`src/logic/svaf_pkg.sv`:
```
// Constants and types shared by the video align and format path.
// Assumes a single 100 MHz clock domain for every user of these names.
package svaf_pkg;

  localparam int WORD_W = 10;
  localparam int BITS_PER_WORD = 10;
  localparam int FIFO_DEPTH = 16;

  // Timing reference words in their 10-bit and 8-bit forms.
  localparam logic [9:0] TRS_FIRST = 10'h3ff;
  localparam logic [9:0] TRS_ZERO = 10'h000;
  localparam logic [7:0] TRS8_FIRST = 8'hff;

  // Blanking levels inserted in single timing reference mode.
  localparam logic [9:0] BLANK_CHROMA = 10'h200;
  localparam logic [9:0] BLANK_LUMA = 10'h040;

  // Descrambler taps for x^9 + x^4 + 1 on the history of NRZ bits.
  localparam int SCR_LEN = 9;
  localparam int SCR_TAP_A = 3;
  localparam int SCR_TAP_B = 8;

  // Word positions counted from the first word of a timing reference.
  localparam int TRS_DELAY = 8;
  localparam logic [3:0] POS_AFTER_MATCH = 4'h4;
  localparam logic [3:0] POS_XYZ = 4'h6;
  localparam logic [3:0] POS_SECOND_END = 4'h7;
  localparam logic [3:0] POS_LAST = 4'hf;
  localparam int SLOT_FIRST = 3;
  localparam int SLOT_SECOND = 2;
  localparam int SLOT_THIRD = 1;
  localparam int SLOT_XYZ = 3;
  localparam int XYZ_MARK_BIT = 9;
  localparam int XYZ_H_BIT = 6;
  localparam int LOW_BITS = 2;

  // Horizontal blanking and line totals, in multiplexed words.
  localparam logic [15:0] BLANK_1080_60 = 16'h0230;
  localparam logic [15:0] TOTAL_1080_60 = 16'h1130;
  localparam logic [15:0] BLANK_1080_50 = 16'h05a0;
  localparam logic [15:0] TOTAL_1080_50 = 16'h14a0;
  localparam logic [15:0] BLANK_1080_24 = 16'h067c;
  localparam logic [15:0] TOTAL_1080_24 = 16'h157c;
  localparam logic [15:0] H_RISE_720 = 16'h0a00;
  localparam logic [15:0] TOTAL_720_25 = 16'h1ef0;
  localparam logic [15:0] TOTAL_720_30 = 16'h19c8;
  localparam logic [15:0] TOTAL_720_50 = 16'h0f78;
  localparam logic [15:0] TOTAL_720_60 = 16'h0ce4;

  // Longest line is the 720p25 total; alignment is dropped after this many bits.
  localparam int LOSS_BITS_DEFAULT = 79200;

  // Coded streams must be decoded within this many output lines.
  localparam int LATENCY_LINES_MAX = 14;

  typedef enum logic [3:0] {
    SVAF_1080I_60,
    SVAF_1080I_50,
    SVAF_1080P_60,
    SVAF_1080P_50,
    SVAF_1080P_24,
    SVAF_720P_25,
    SVAF_720P_30,
    SVAF_720P_50,
    SVAF_720P_60
  } svaf_format_t;

  typedef enum logic [1:0] {
    ALIGN_SEARCH,
    ALIGN_CANDIDATE,
    ALIGN_LOCKED
  } svaf_align_t;

endpackage : svaf_pkg

```
`src/logic/svaf_word_if.sv`:
```
// Valid and ready word channel between the aligner and the output FIFO.
// Assumes both ends run on the same clock.
`timescale 1ns/10ps
interface svaf_word_if #(parameter int W = 10) ();
  logic valid;
  logic ready;
  logic [W-1:0] data;
  modport source (output valid, output data, input ready);
  modport sink (input valid, input data, output ready);
endinterface : svaf_word_if

```
`src/logic/svaf_align_format.sv`:
```
// Receive video path: NRZI decode, descramble, word align, reformat and output.
// Assumes serial bits arrive from a recovery block as data plus a toggling strobe,
// and that control inputs come from logic on this clock.
`timescale 1ns/10ps

// How it works
// - incoming bits are NRZI decoded, then descrambled, before any sync search.
// - lock only after two timing references are found at one bit offset.
// - timing references are found in both the 10-bit and the 8-bit form.
// - HD output is one 10-bit word stream, chroma and luma interleaved.
// - 3G output carries two words per pixel clock, one on each edge.
// - 74.25 MHz luma and chroma are multiplexed onto the bus at twice the rate.
// - 1080i lines use blanking 560 and total 4400, or 1440 and 5280 at 50 Hz.
// - 1080p uses 560/4400, 1440/5280, or 1660/5500 at 24 Hz.
// - 720p blanking starts at sample 2560; totals 7920, 6600, 3960, 3300.
// - by default both copies of each timing reference pass to the output.
// - single reference mode blanks second reference, line number and CRC words.
// - ancillary data after the inserted blanking passes through untouched.
// - in 3G, one stream carries luma and the other interleaved chroma.
// - for 8-bit video the two lowest bits of each word are zero.
// - coded input at 1.001 times nominal rate is accepted unchanged.
// - coded input is replaced by decoded HD or 3G words before output.
// - the coded stream keeps standard definition timing and sync words.
// - encode plus decode latency stays within about 12 to 14 lines.
// - HD words change with the rising clock and hold for both edges; 3G puts different words on the two edges.
module svaf_align_format #(
  parameter int LOSS_BITS = svaf_pkg::LOSS_BITS_DEFAULT,
  parameter int FIFO_DEPTH = svaf_pkg::FIFO_DEPTH
) (
  input wire logic clock,
  input wire logic rst_b,
  input wire logic serial_data_in,
  input wire logic serial_strobe_in,
  input wire logic [3:0] video_format,
  input wire logic is_three_g,
  input wire logic single_trs_output_select,
  input wire logic eight_bit_mode,
  input wire logic coded_input,
  input wire logic decoded_valid,
  input wire logic [9:0] decoded_word,
  input wire logic out_ready,
  output logic [9:0] parallel_video_out,
  output logic [9:0] parallel_video_out_fall,
  output logic [9:0] luma_stream,
  output logic [9:0] chroma_stream,
  output logic pixel_strobe,
  output logic ddr_mode,
  output logic h_blank_out,
  output logic aligned,
  output logic line_length_error,
  output logic fifo_overrun
);
  localparam int GAP_W = $clog2(LOSS_BITS + 1);
  localparam int W = svaf_pkg::WORD_W;
  localparam int D = svaf_pkg::TRS_DELAY;

  generate
    if (LOSS_BITS < svaf_pkg::BITS_PER_WORD * 3) begin : g_bad_loss
      $error("LOSS_BITS must cover at least one timing reference");
    end
  endgenerate

  // The 8-bit form needs its low bits clear, else first words 3fd and 3fe would match as headers too.
  function automatic logic ref_found(input logic [29:0] win);
    logic ten_bit;
    logic eight_bit;
    ten_bit = (win[9:0] == svaf_pkg::TRS_FIRST) && (win[19:10] == svaf_pkg::TRS_ZERO)
      && (win[29:20] == svaf_pkg::TRS_ZERO);
    eight_bit = (win[9:2] == svaf_pkg::TRS8_FIRST) && (win[1:0] == 2'h0)
      && (win[19:10] == svaf_pkg::TRS_ZERO) && (win[29:20] == svaf_pkg::TRS_ZERO);
    ref_found = ten_bit || eight_bit;
  endfunction : ref_found

  // Returns {first blanking word, line total} for the selected format.
  function automatic logic [31:0] line_timing(input svaf_pkg::svaf_format_t fmt);
    logic [31:0] t;
    t = {svaf_pkg::TOTAL_1080_60 - svaf_pkg::BLANK_1080_60, svaf_pkg::TOTAL_1080_60};
    case (fmt)
      svaf_pkg::SVAF_1080I_60, svaf_pkg::SVAF_1080P_60: begin
        t = {svaf_pkg::TOTAL_1080_60 - svaf_pkg::BLANK_1080_60, svaf_pkg::TOTAL_1080_60};
      end
      svaf_pkg::SVAF_1080I_50, svaf_pkg::SVAF_1080P_50: begin
        t = {svaf_pkg::TOTAL_1080_50 - svaf_pkg::BLANK_1080_50, svaf_pkg::TOTAL_1080_50};
      end
      svaf_pkg::SVAF_1080P_24: begin
        t = {svaf_pkg::TOTAL_1080_24 - svaf_pkg::BLANK_1080_24, svaf_pkg::TOTAL_1080_24};
      end
      svaf_pkg::SVAF_720P_25: begin
        t = {svaf_pkg::H_RISE_720, svaf_pkg::TOTAL_720_25};
      end
      svaf_pkg::SVAF_720P_30: begin
        t = {svaf_pkg::H_RISE_720, svaf_pkg::TOTAL_720_30};
      end
      svaf_pkg::SVAF_720P_50: begin
        t = {svaf_pkg::H_RISE_720, svaf_pkg::TOTAL_720_50};
      end
      svaf_pkg::SVAF_720P_60: begin
        t = {svaf_pkg::H_RISE_720, svaf_pkg::TOTAL_720_60};
      end
      default: begin
        t = {svaf_pkg::TOTAL_1080_60 - svaf_pkg::BLANK_1080_60, svaf_pkg::TOTAL_1080_60};
      end
    endcase
    line_timing = t;
  endfunction : line_timing

  // Clears the low bits for 8-bit video.
  function automatic logic [9:0] justify(input logic [9:0] w, input logic eight);
    justify = eight ? {w[9:svaf_pkg::LOW_BITS], {svaf_pkg::LOW_BITS{1'b0}}} : w;
  endfunction : justify

  // Pin synchronisers; the first stage feeds only the second.
  logic data_meta_q;
  logic data_sync_q;
  logic strobe_meta_q;
  logic strobe_sync_q;
  logic strobe_prev_q;
  logic bit_stb;

  always_ff @(posedge clock or negedge rst_b) begin
    if (!rst_b) begin
      data_meta_q <= 1'b0;
      data_sync_q <= 1'b0;
      strobe_meta_q <= 1'b0;
      strobe_sync_q <= 1'b0;
      strobe_prev_q <= 1'b0;
    end else begin
      data_meta_q <= serial_data_in;
      data_sync_q <= data_meta_q;
      strobe_meta_q <= serial_strobe_in;
      strobe_sync_q <= strobe_meta_q;
      strobe_prev_q <= strobe_sync_q;
    end
  end

  // Each strobe edge marks one new bit; the line rate itself does not matter here.
  assign bit_stb = strobe_sync_q ^ strobe_prev_q;

  logic nrzi_prev_q;
  logic [svaf_pkg::SCR_LEN-1:0] scr_q;
  logic nrz_bit;
  logic plain_bit;
  logic [29:0] win_q;
  logic [3:0] bit_cnt_q;
  logic fresh_q;

  assign nrz_bit = data_sync_q ^ nrzi_prev_q;
  assign plain_bit = nrz_bit ^ scr_q[svaf_pkg::SCR_TAP_A] ^ scr_q[svaf_pkg::SCR_TAP_B];

  always_ff @(posedge clock or negedge rst_b) begin
    if (!rst_b) begin
      nrzi_prev_q <= 1'b0;
      scr_q <= '0;
      win_q <= '0;
      bit_cnt_q <= '0;
      fresh_q <= 1'b0;
    end else begin
      fresh_q <= bit_stb;
      if (bit_stb) begin
        nrzi_prev_q <= data_sync_q;
        scr_q <= {scr_q[svaf_pkg::SCR_LEN-2:0], nrz_bit};
        win_q <= {plain_bit, win_q[29:1]};
        if (bit_cnt_q == 4'(svaf_pkg::BITS_PER_WORD - 1)) begin
          bit_cnt_q <= '0;
        end else begin
          bit_cnt_q <= bit_cnt_q + 4'h1;
        end
      end
    end
  end

  // Alignment search; the SD-timed coded stream carries the same sync words.
  svaf_pkg::svaf_align_t align_q;
  logic [3:0] cand_q;
  logic [3:0] phase_q;
  logic [GAP_W-1:0] gap_q;
  logic ref_hit;
  logic gap_out;
  logic word_stb;

  assign ref_hit = fresh_q && ref_found(win_q);
  assign gap_out = (gap_q == GAP_W'(LOSS_BITS));
  assign word_stb = fresh_q && (align_q == svaf_pkg::ALIGN_LOCKED) && (bit_cnt_q == phase_q);

  always_ff @(posedge clock or negedge rst_b) begin
    if (!rst_b) begin
      gap_q <= '0;
    end else if (ref_hit || align_q == svaf_pkg::ALIGN_SEARCH) begin
      gap_q <= '0;
    end else if (fresh_q && !gap_out) begin
      gap_q <= gap_q + 1'b1;
    end
  end

  always_ff @(posedge clock or negedge rst_b) begin
    if (!rst_b) begin
      align_q <= svaf_pkg::ALIGN_SEARCH;
      cand_q <= '0;
      phase_q <= '0;
      aligned <= 1'b0;
    end else begin
      case (align_q)
        svaf_pkg::ALIGN_SEARCH: begin
          if (ref_hit) begin
            cand_q <= bit_cnt_q;
            align_q <= svaf_pkg::ALIGN_CANDIDATE;
          end
        end
        svaf_pkg::ALIGN_CANDIDATE: begin
          if (ref_hit && bit_cnt_q == cand_q) begin
            phase_q <= bit_cnt_q;
            align_q <= svaf_pkg::ALIGN_LOCKED;
          end else if (ref_hit) begin
            cand_q <= bit_cnt_q;
          end else if (gap_out) begin
            align_q <= svaf_pkg::ALIGN_SEARCH;
          end
        end
        svaf_pkg::ALIGN_LOCKED: begin
          if ((ref_hit && bit_cnt_q != phase_q) || gap_out) begin
            align_q <= svaf_pkg::ALIGN_SEARCH;
          end
        end
        default: begin
          align_q <= svaf_pkg::ALIGN_SEARCH;
        end
      endcase
      aligned <= (align_q == svaf_pkg::ALIGN_LOCKED);
    end
  end

  // Source words: aligned words, or decoded words while the input is coded.
  logic src_stb;
  logic [W-1:0] src_word;

  assign src_stb = coded_input ? decoded_valid : word_stb;
  assign src_word = coded_input ? decoded_word : win_q[29:20];

  // Track the position of each word inside a timing reference.
  logic [W-1:0] hist1_q;
  logic [W-1:0] hist2_q;
  logic [3:0] pos_q;
  logic pos_act_q;
  logic eav_q;
  logic word_ref;

  assign word_ref = ref_found({src_word, hist1_q, hist2_q});

  always_ff @(posedge clock or negedge rst_b) begin
    if (!rst_b) begin
      hist1_q <= '0;
      hist2_q <= '0;
      pos_q <= '0;
      pos_act_q <= 1'b0;
      eav_q <= 1'b0;
    end else if (src_stb) begin
      hist1_q <= src_word;
      hist2_q <= hist1_q;
      if (word_ref) begin
        pos_q <= svaf_pkg::POS_AFTER_MATCH;
        pos_act_q <= 1'b1;
      end else if (pos_act_q) begin
        pos_q <= pos_q + 4'h1;
        if (pos_q == svaf_pkg::POS_LAST) begin
          pos_act_q <= 1'b0;
        end
      end
      if (pos_act_q && pos_q == svaf_pkg::POS_XYZ) begin
        eav_q <= src_word[svaf_pkg::XYZ_H_BIT];
      end
    end
  end

  // Eight words of delay let the late reference word move forward over the copy.
  logic [W-1:0] dly_q [D];
  logic [D-1:0] fill_q;
  logic single_mode;
  logic in_second;
  logic in_line_words;
  logic [W-1:0] blank_word;
  logic [W-1:0] dly_in;

  assign single_mode = single_trs_output_select;
  assign in_second = pos_act_q && pos_q >= svaf_pkg::POS_AFTER_MATCH
    && pos_q <= svaf_pkg::POS_SECOND_END;
  assign in_line_words = pos_act_q && pos_q > svaf_pkg::POS_SECOND_END && eav_q;
  assign blank_word = pos_q[0] ? svaf_pkg::BLANK_LUMA : svaf_pkg::BLANK_CHROMA;

  always_comb begin
    dly_in = src_word;
    if (single_mode && (in_second || in_line_words)) begin
      dly_in = blank_word;
    end
  end

  always_ff @(posedge clock or negedge rst_b) begin
    if (!rst_b) begin
      fill_q <= '0;
      for (int i = 0; i < D; i++) begin
        dly_q[i] <= '0;
      end
    end else if (src_stb) begin
      fill_q <= {fill_q[D-2:0], 1'b1};
      dly_q[0] <= dly_in;
      for (int i = 1; i < D; i++) begin
        dly_q[i] <= dly_q[i-1];
      end
      // Words past the line CRC, ancillary data included, are never touched.
      if (single_mode && word_ref) begin
        dly_q[svaf_pkg::SLOT_FIRST] <= svaf_pkg::TRS_FIRST;
        dly_q[svaf_pkg::SLOT_SECOND] <= svaf_pkg::TRS_ZERO;
        dly_q[svaf_pkg::SLOT_THIRD] <= svaf_pkg::TRS_ZERO;
      end
      if (single_mode && pos_act_q && pos_q == svaf_pkg::POS_XYZ) begin
        dly_q[svaf_pkg::SLOT_XYZ] <= src_word;
      end
    end
  end

  // The FIFO absorbs short output stalls; the serial side cannot wait.
  svaf_word_if #(.W(W)) fill_if ();
  svaf_word_if #(.W(W)) drain_if ();

  assign fill_if.valid = src_stb && fill_q[D-1];
  assign fill_if.data = dly_q[D-1];

  always_ff @(posedge clock or negedge rst_b) begin
    if (!rst_b) begin
      fifo_overrun <= 1'b0;
    end else if (fill_if.valid && !fill_if.ready) begin
      fifo_overrun <= 1'b1;
    end
  end

  svaf_fifo #(.W(W), .DEPTH(FIFO_DEPTH)) u_fifo (
    .clock(clock),
    .rst_b(rst_b),
    .wr(fill_if.sink),
    .rd(drain_if.source)
  );

  // Output stage: HD emits each word; 3G pairs chroma then luma for the two edges.
  logic pop;
  logic pair_q;
  logic [W-1:0] held_q;
  logic [W-1:0] pop_word;

  assign drain_if.ready = out_ready;
  assign pop = drain_if.valid && out_ready;
  assign pop_word = justify(drain_if.data, eight_bit_mode);

  always_ff @(posedge clock or negedge rst_b) begin
    if (!rst_b) begin
      pair_q <= 1'b0;
      held_q <= '0;
      parallel_video_out <= '0;
      parallel_video_out_fall <= '0;
      luma_stream <= '0;
      chroma_stream <= '0;
      pixel_strobe <= 1'b0;
      ddr_mode <= 1'b0;
    end else begin
      ddr_mode <= is_three_g;
      pixel_strobe <= 1'b0;
      if (pop) begin
        pair_q <= !pair_q;
        held_q <= pop_word;
        if (!is_three_g) begin
          parallel_video_out <= pop_word;
          parallel_video_out_fall <= pop_word;
          pixel_strobe <= 1'b1;
        end else if (pair_q) begin
          parallel_video_out <= held_q;
          parallel_video_out_fall <= pop_word;
          pixel_strobe <= 1'b1;
        end
        if (pair_q) begin
          chroma_stream <= held_q;
          luma_stream <= pop_word;
        end
      end
    end
  end

  // Line timing from the words actually leaving the block.
  logic [W-1:0] out1_q;
  logic [W-1:0] out2_q;
  logic hunt_q;
  logic [15:0] line_cnt_q;
  logic line_seen_q;
  logic [31:0] timing;

  assign timing = line_timing(svaf_pkg::svaf_format_t'(video_format));

  always_ff @(posedge clock or negedge rst_b) begin
    if (!rst_b) begin
      out1_q <= '0;
      out2_q <= '0;
      hunt_q <= 1'b0;
      line_cnt_q <= '0;
      line_seen_q <= 1'b0;
      h_blank_out <= 1'b1;
      line_length_error <= 1'b0;
    end else begin
      line_length_error <= 1'b0;
      if (pop) begin
        out1_q <= drain_if.data;
        out2_q <= out1_q;
        if (line_cnt_q != 16'hffff) begin
          line_cnt_q <= line_cnt_q + 16'h0001;
        end
        if (ref_found({drain_if.data, out1_q, out2_q})) begin
          hunt_q <= 1'b1;
        end else if (hunt_q && drain_if.data[svaf_pkg::XYZ_MARK_BIT]) begin
          hunt_q <= 1'b0;
          if (!drain_if.data[svaf_pkg::XYZ_H_BIT]) begin
            line_cnt_q <= '0;
            line_seen_q <= 1'b1;
            if (line_seen_q && (line_cnt_q + 16'h0001) != timing[15:0]) begin
              line_length_error <= 1'b1;
            end
          end
        end
        h_blank_out <= (line_cnt_q >= timing[31:16]);
      end
    end
  end

endmodule : svaf_align_format

```
`src/logic/svaf_fifo.sv`:
```
// Word FIFO with parameterised width and depth, flip-flop storage.
// Assumes one clock; the reader may stall and the FIFO then fills.
`timescale 1ns/10ps
module svaf_fifo #(
  parameter int W = 10,
  parameter int DEPTH = 16
) (
  input wire logic clock,
  input wire logic rst_b,
  svaf_word_if.sink wr,
  svaf_word_if.source rd
);
  localparam int AW = $clog2(DEPTH);

  generate
    if (DEPTH < 2 || (1 << AW) != DEPTH) begin : g_bad_depth
      $error("svaf_fifo depth must be a power of two of at least two");
    end
  endgenerate

  logic [W-1:0] mem_q [DEPTH];
  logic [AW:0] wr_ptr_q;
  logic [AW:0] rd_ptr_q;
  logic full;
  logic empty;

  // One extra pointer bit tells full from empty without a counter.
  assign empty = (wr_ptr_q == rd_ptr_q);
  assign full = (wr_ptr_q[AW] != rd_ptr_q[AW]) && (wr_ptr_q[AW-1:0] == rd_ptr_q[AW-1:0]);
  assign wr.ready = !full;
  assign rd.valid = !empty;
  assign rd.data = mem_q[rd_ptr_q[AW-1:0]];

  always_ff @(posedge clock) begin
    if (wr.valid && !full) begin
      mem_q[wr_ptr_q[AW-1:0]] <= wr.data;
    end
  end

  always_ff @(posedge clock or negedge rst_b) begin
    if (!rst_b) begin
      wr_ptr_q <= '0;
      rd_ptr_q <= '0;
    end else begin
      if (wr.valid && !full) begin
        wr_ptr_q <= wr_ptr_q + 1'b1;
      end
      if (rd.ready && !empty) begin
        rd_ptr_q <= rd_ptr_q + 1'b1;
      end
    end
  end

endmodule : svaf_fifo

```
`config.mk`:
```
export PLATFORM = sky130hd
export DESIGN_NAME = svaf_align_format
export DESIGN_NICKNAME = d
export VERILOG_FILES = /design/src/logic/svaf_pkg.sv /design/src/logic/svaf_word_if.sv /design/src/logic/svaf_align_format.sv /design/src/logic/svaf_fifo.sv
export SDC_FILE = /design/constraint.sdc
export NUM_CORES = 1
export LEC_CHECK = 0
export BUFFER_PORTS_ARGS = -buffer_cell sky130_fd_sc_hd__buf_4
export CORE_MARGIN = 1.5
export CORE_UTILIZATION = 45
export CTS_BUF_LIST = sky130_fd_sc_hd__clkbuf_16
export CTS_CLUSTER_DIAMETER = 30
export DETAILED_ROUTE_END_ITERATION = 8
export GPL_ROUTABILITY_DRIVEN = 1
export PLACE_DENSITY_LB_ADDON = 0.2
export SYNTH_ARGS = -nofsm -noshare
export SYNTH_HDL_FRONTEND = slang
export SYNTH_SLANG_ARGS = --single-unit
```
`constraint.sdc`:
```
create_clock -name clock -period 8.1 [get_ports clock]
set_input_delay 0.405 -clock clock [delete_from_list [all_inputs] [get_ports clock]]
set_output_delay 0.405 -clock clock [all_outputs]
set_load 0.01 [all_outputs]
```
==> run summary <==
Classification of the worst setup path: reg2reg. At the worst endpoint, the required time is 8.63 ns. For the final database, setup skew stands at 0.0269 ns. Number of buffers inserted to repair setup after CTS: 0. During I/O placement, the number of pins put on the boundary was 70. After synthesis, the largest family of logic cells by area is simple AND/OR/NAND/NOR gates. The tools report the number of instances in the placed design as 2,052. The run gives 0 as the count of unresolved DRC violations after routing.

The tools report the endpoint with the worst hold slack as parallel_video_out_fall[1]. The post-synthesis async set-or-reset flop share came out at 0.643. The tools report the capture point of the worst reg-to-reg path as line_length_error. The repair_antennas step left the layout with diodes totalling 0. The logs give 0.630 for the sequential fraction of the synthesis area and 90 for the number of buffers inserted during clock tree synthesis. The first routing iteration left 760 violations. The maximum root-to-sink buffer count was 3; the quantity of gates resized following cts was 0. The fraction of layout instances using a drive strength above 1 is 0.202, and the number of synthesized register bits is 448. Summing all multi-input logic gate instances after layout gives 0.00657 mm2.

In this run, post-CTS hold repair placed 4 buffers. Entering global routing, the biggest net connects 101 pins. In this run the static leakage power is 0.00968 uW. Total number of vias: 11,887. TritonCTS built the clock tree.

The final setup violation count is 0. The number of synthesized flops with an enable pin works out to 160. The share of the synthesized area in compound gates (AO/OA/AOI/OAI) works out to 0.0676. The design draws 8560 uW. Peak supply drop: 0.247 mV. Clock-pin slew was measured on the worst setup and hold paths at 0.05 ns. The number of endpoints with negative hold slack in the final report was 0; the post-synthesis share of cell area spent on xor and xnor gates was 0.0303.

Pre-CTS setup slack: 4.63 ns. The maximum fanout along the worst path is 49. The worst setup path is launched from a flip-flop. The first global-routing pass estimated 66.5 mm of wire. The die is 209 um wide.

The clock period could shrink to 3.44 ns. Routability-driven placement finished with a final weighted congestion of 0.816. The die boundary height is 209 um, and the H-tree depth reported by CTS is 3.

The number of input and output port buffers inserted works out to 69. Setup repair after global routing left no endpoint under its margin. Number of global-route vias before repair: 12,338.

The kind of cell adding the most delay to the critical path was multiplexers. The sum of buffers and inverters on the critical path is 1, and the number of distinct library cells after synthesis is 72. The tools report the beginning of the worst register-to-register path as u_fifo.rd_ptr_q[0]. In the post-route analysis, the smallest setup slack over all paths is 4.66 ns. Clock root buffer: sky130_fd_sc_hd__clkbuf_16.

The type of the tightest min-delay check is in2reg. Counting instances, the worst hold path has a depth of 3. Number of routed nets with antenna violations: 0.

After the flow finishes, the layout carries non-filler instances totaling 2,223. The endpoint arrival time on the critical path came out at 3.96 ns. Flip-flop cell with the highest count after synthesis: sky130_fd_sc_hd__dfrtp_1.

The run finished with clean final reports. The iteration count of the initial detailed-routing pass was 5; the transition at the pin with the smallest max-transition slack was 1.21 ns. The tools report the worst slew slack as a fraction of its limit as 0.187. Hold is met by 0.212 ns. Row generation in the floorplan step produced 75 rows. Starting density of the core: 0.456.

The adder-cell share of the synthesized area is 0.0118. Post-synthesis cell area: 0.0191 mm2. The routed length per instance works out to 18.1 um. The count of nets after finishing came out at 1,651.

Total power divided by cell area: 371 mW/mm2. The area of the die came out at 0.0436 mm2. For this run, the top clock speed supported by timing is 291 MHz.

The core region is 0.0419 mm2. The fraction of synthesized area in multiplexers was 0.111; the average cell area after synthesis was 12.7 um2. The count of pins over their slew limit is 0, and the accumulated negative setup slack is 0 ns. In this run the most critical hold path is launched from eight_bit_mode. For flop-to-flop paths, the worst setup slack is 4.66 ns.

The number of nets in the synthesized netlist is 1,549. The worst setup path is captured at a flip-flop. The simple-gate share of the synthesized area is 0.122, and the estimated wirelength of the detail-placed design is 25.1 mm.

Clock latency on the worst-skew pair, taken at its later pin, is 0.63 ns. The routed design has 40.2 mm of wire. Across the run, the number of max-cap violations was 0. For the final-layout fill cell count, the log shows 3,465.

Slowest cell on the critical path: sky130_fd_sc_hd__mux4_1. In the synthesized netlist, the number of instances is 1,507. Part of the cycle the worst path needs: 0.424. The overall fraction of global-route tracks in use is 0.193, and the number of antenna violations at the first check in global routing is 0. Dividing the detail-routed via count by the number of cells gives 5.35. Across the whole layout, storage elements account for 0.0120 mm2.

After global routing the overflow that remains totals 0. Counting every sink on the clock net gives 448. Measured in cells, the most critical reg-to-reg path has a length of 7. The signal on the critical path passes through buf_4, mux4_1, mux4_2, nor2_2, and3_1, nand2_1, a31oi_1. The longest individual stage delay on the worst path came out at 0.68 ns. The area growth from synthesis to layout is 20.9%. The Yosys step of the flow raised 0 warnings.
-- cells in the final DEF (no fill, tap or decap), types with 14 or more instances in the layout --
cell / count
sky130_fd_sc_hd__clkinv_1: 16
sky130_fd_sc_hd__nor2_1: 87
sky130_fd_sc_hd__inv_1: 43
sky130_fd_sc_hd__edfxtp_1: 160
sky130_fd_sc_hd__xnor2_1: 37
sky130_fd_sc_hd__nor4_1: 14
sky130_fd_sc_hd__o22ai_1: 26
sky130_fd_sc_hd__clkbuf_16: 90
sky130_fd_sc_hd__dfrtp_1: 286
sky130_fd_sc_hd__mux4_2: 23
sky130_fd_sc_hd__nand4_1: 20
sky130_fd_sc_hd__a21oi_1: 53
sky130_fd_sc_hd__nand3_1: 22
sky130_fd_sc_hd__mux2_2: 73
sky130_fd_sc_hd__nand2_1: 296
sky130_fd_sc_hd__clkinv_2: 14
sky130_fd_sc_hd__mux4_1: 19
sky130_fd_sc_hd__mux2i_1: 26
sky130_fd_sc_hd__ha_1: 18
sky130_fd_sc_hd__xor2_1: 28
sky130_fd_sc_hd__buf_4: 87
sky130_fd_sc_hd__nor3_1: 16
sky130_fd_sc_hd__o21ai_0: 51
sky130_fd_sc_hd__a22o_1: 22
-- final cells by class --
| class | instances | area share |
|---|---|---|
| clock buffers | 90 | 0.0976 |
| clock inverters | 77 | 0.0320 |
| inverters | 29 | 0.00472 |
| multi-input cells | 948 | 0.285 |
| flip-flops and latches | 448 | 0.521 |
| well taps | 539 | 0.0292 |
| repair buffers | 92 | 0.0307 |
-- cell usage after synthesis (all sizes together), types with 6 or more instances --
cell      n  area (um2)
nand2   297        1120
dfrtp   287        7180
edfxtp  160        4800
nor2     89         339
mux2     74         833
o21ai    55         279
a21oi    53         265
clkbuf   51         195
mux4     42        1020
xnor2    37         324
buf      31         231
inv      29         109
xor2     29         254
mux2i    26         260
o22ai    26         163
a22o     22         193
nand3    22         110
nand4    20         125
ha       18         225
nor3     16        80.1
nor4     15         100
a31oi    10        62.6
and3      9        56.3
nor2b     9        56.3
nand2b    8        50.1
o31ai     8        60.1
nor4b     7        61.3
a311oi    6        58.8
-- power by group --
group          switching [uW]  internal (uW)
Sequential                428           2830
Combinational             912            827
Clock                    1210           2350
Total                    2550           6010
-- cells by family after synthesis --
kind of cell	after synthesis
simple gates	518
flops	448
compound gates	204
mux	142
buf+inv	111
xor+xnor	66
fa+ha+maj	18
-- worst max-delay path by stage --
stage | depth (start not counted) | end | from
3_5_place_dp | 7 | u_fifo.mem_q[12][0] | bit_cnt_q[3]
3_3_place_gp | 7 | line_length_error | u_fifo.rd_ptr_q[0]
4_1_cts | 7 | u_fifo.mem_q[12][1] | bit_cnt_q[2]
5_1_grt | 7 | u_fifo.mem_q[12][2] | bit_cnt_q[2]
2_1_floorplan | 7 | u_fifo.mem_q[0][0] | bit_cnt_q[2]
6_report | 7 | line_length_error | u_fifo.rd_ptr_q[0]
-- state kept, by name, indices dropped and copies added, names as in the netlist, 10 cells and up --
name / flops
line_cnt_q: 16
hist1_q: 10
chroma_stream: 10
dly_q: 70
fill_if.data: 10
hist2_q: 10
win_q: 30
luma_stream: 10
u_fifo.mem_q: 160
held_q: 10
gap_q: 17
out2_q: 10
parallel_video_out: 10
parallel_video_out_fall: 10
-- worst register-to-register path, cell delays in order (launching register included) --
cell and delay [ns]:
sky130_fd_sc_hd__dfrtp_2 0.37, sky130_fd_sc_hd__buf_4 0.66, sky130_fd_sc_hd__mux4_1 0.71, sky130_fd_sc_hd__mux4_2 0.56, sky130_fd_sc_hd__nor2_2 0.13, sky130_fd_sc_hd__and3_1 0.62, sky130_fd_sc_hd__nand2_1 0.14, sky130_fd_sc_hd__a31oi_1 0.15
-- per-layer routing --
| layer | vias up | track usage | routed length [um] |
|---|---|---|---|
| met2 | 276 | 0.310 | 19300 |
| met4 | 0 | 0.0825 | 1280 |
| met1 | 5867 | 0.254 | 17800 |
| met3 | 85 | 0.0431 | 1840 |
| li1 | 5659 | - | - |
| met5 | - | 0 | 0 |
-- metrics by stage --
step	util	instance area, um2
after global routing	0.551	23100
after detailed placement	0.479	20000
after global placement	0.479	20000
after floorplan	-	19100
after CTS	0.551	23100
final	0.551	23100
No activity file was read; power rests on OpenSTA's default activity.
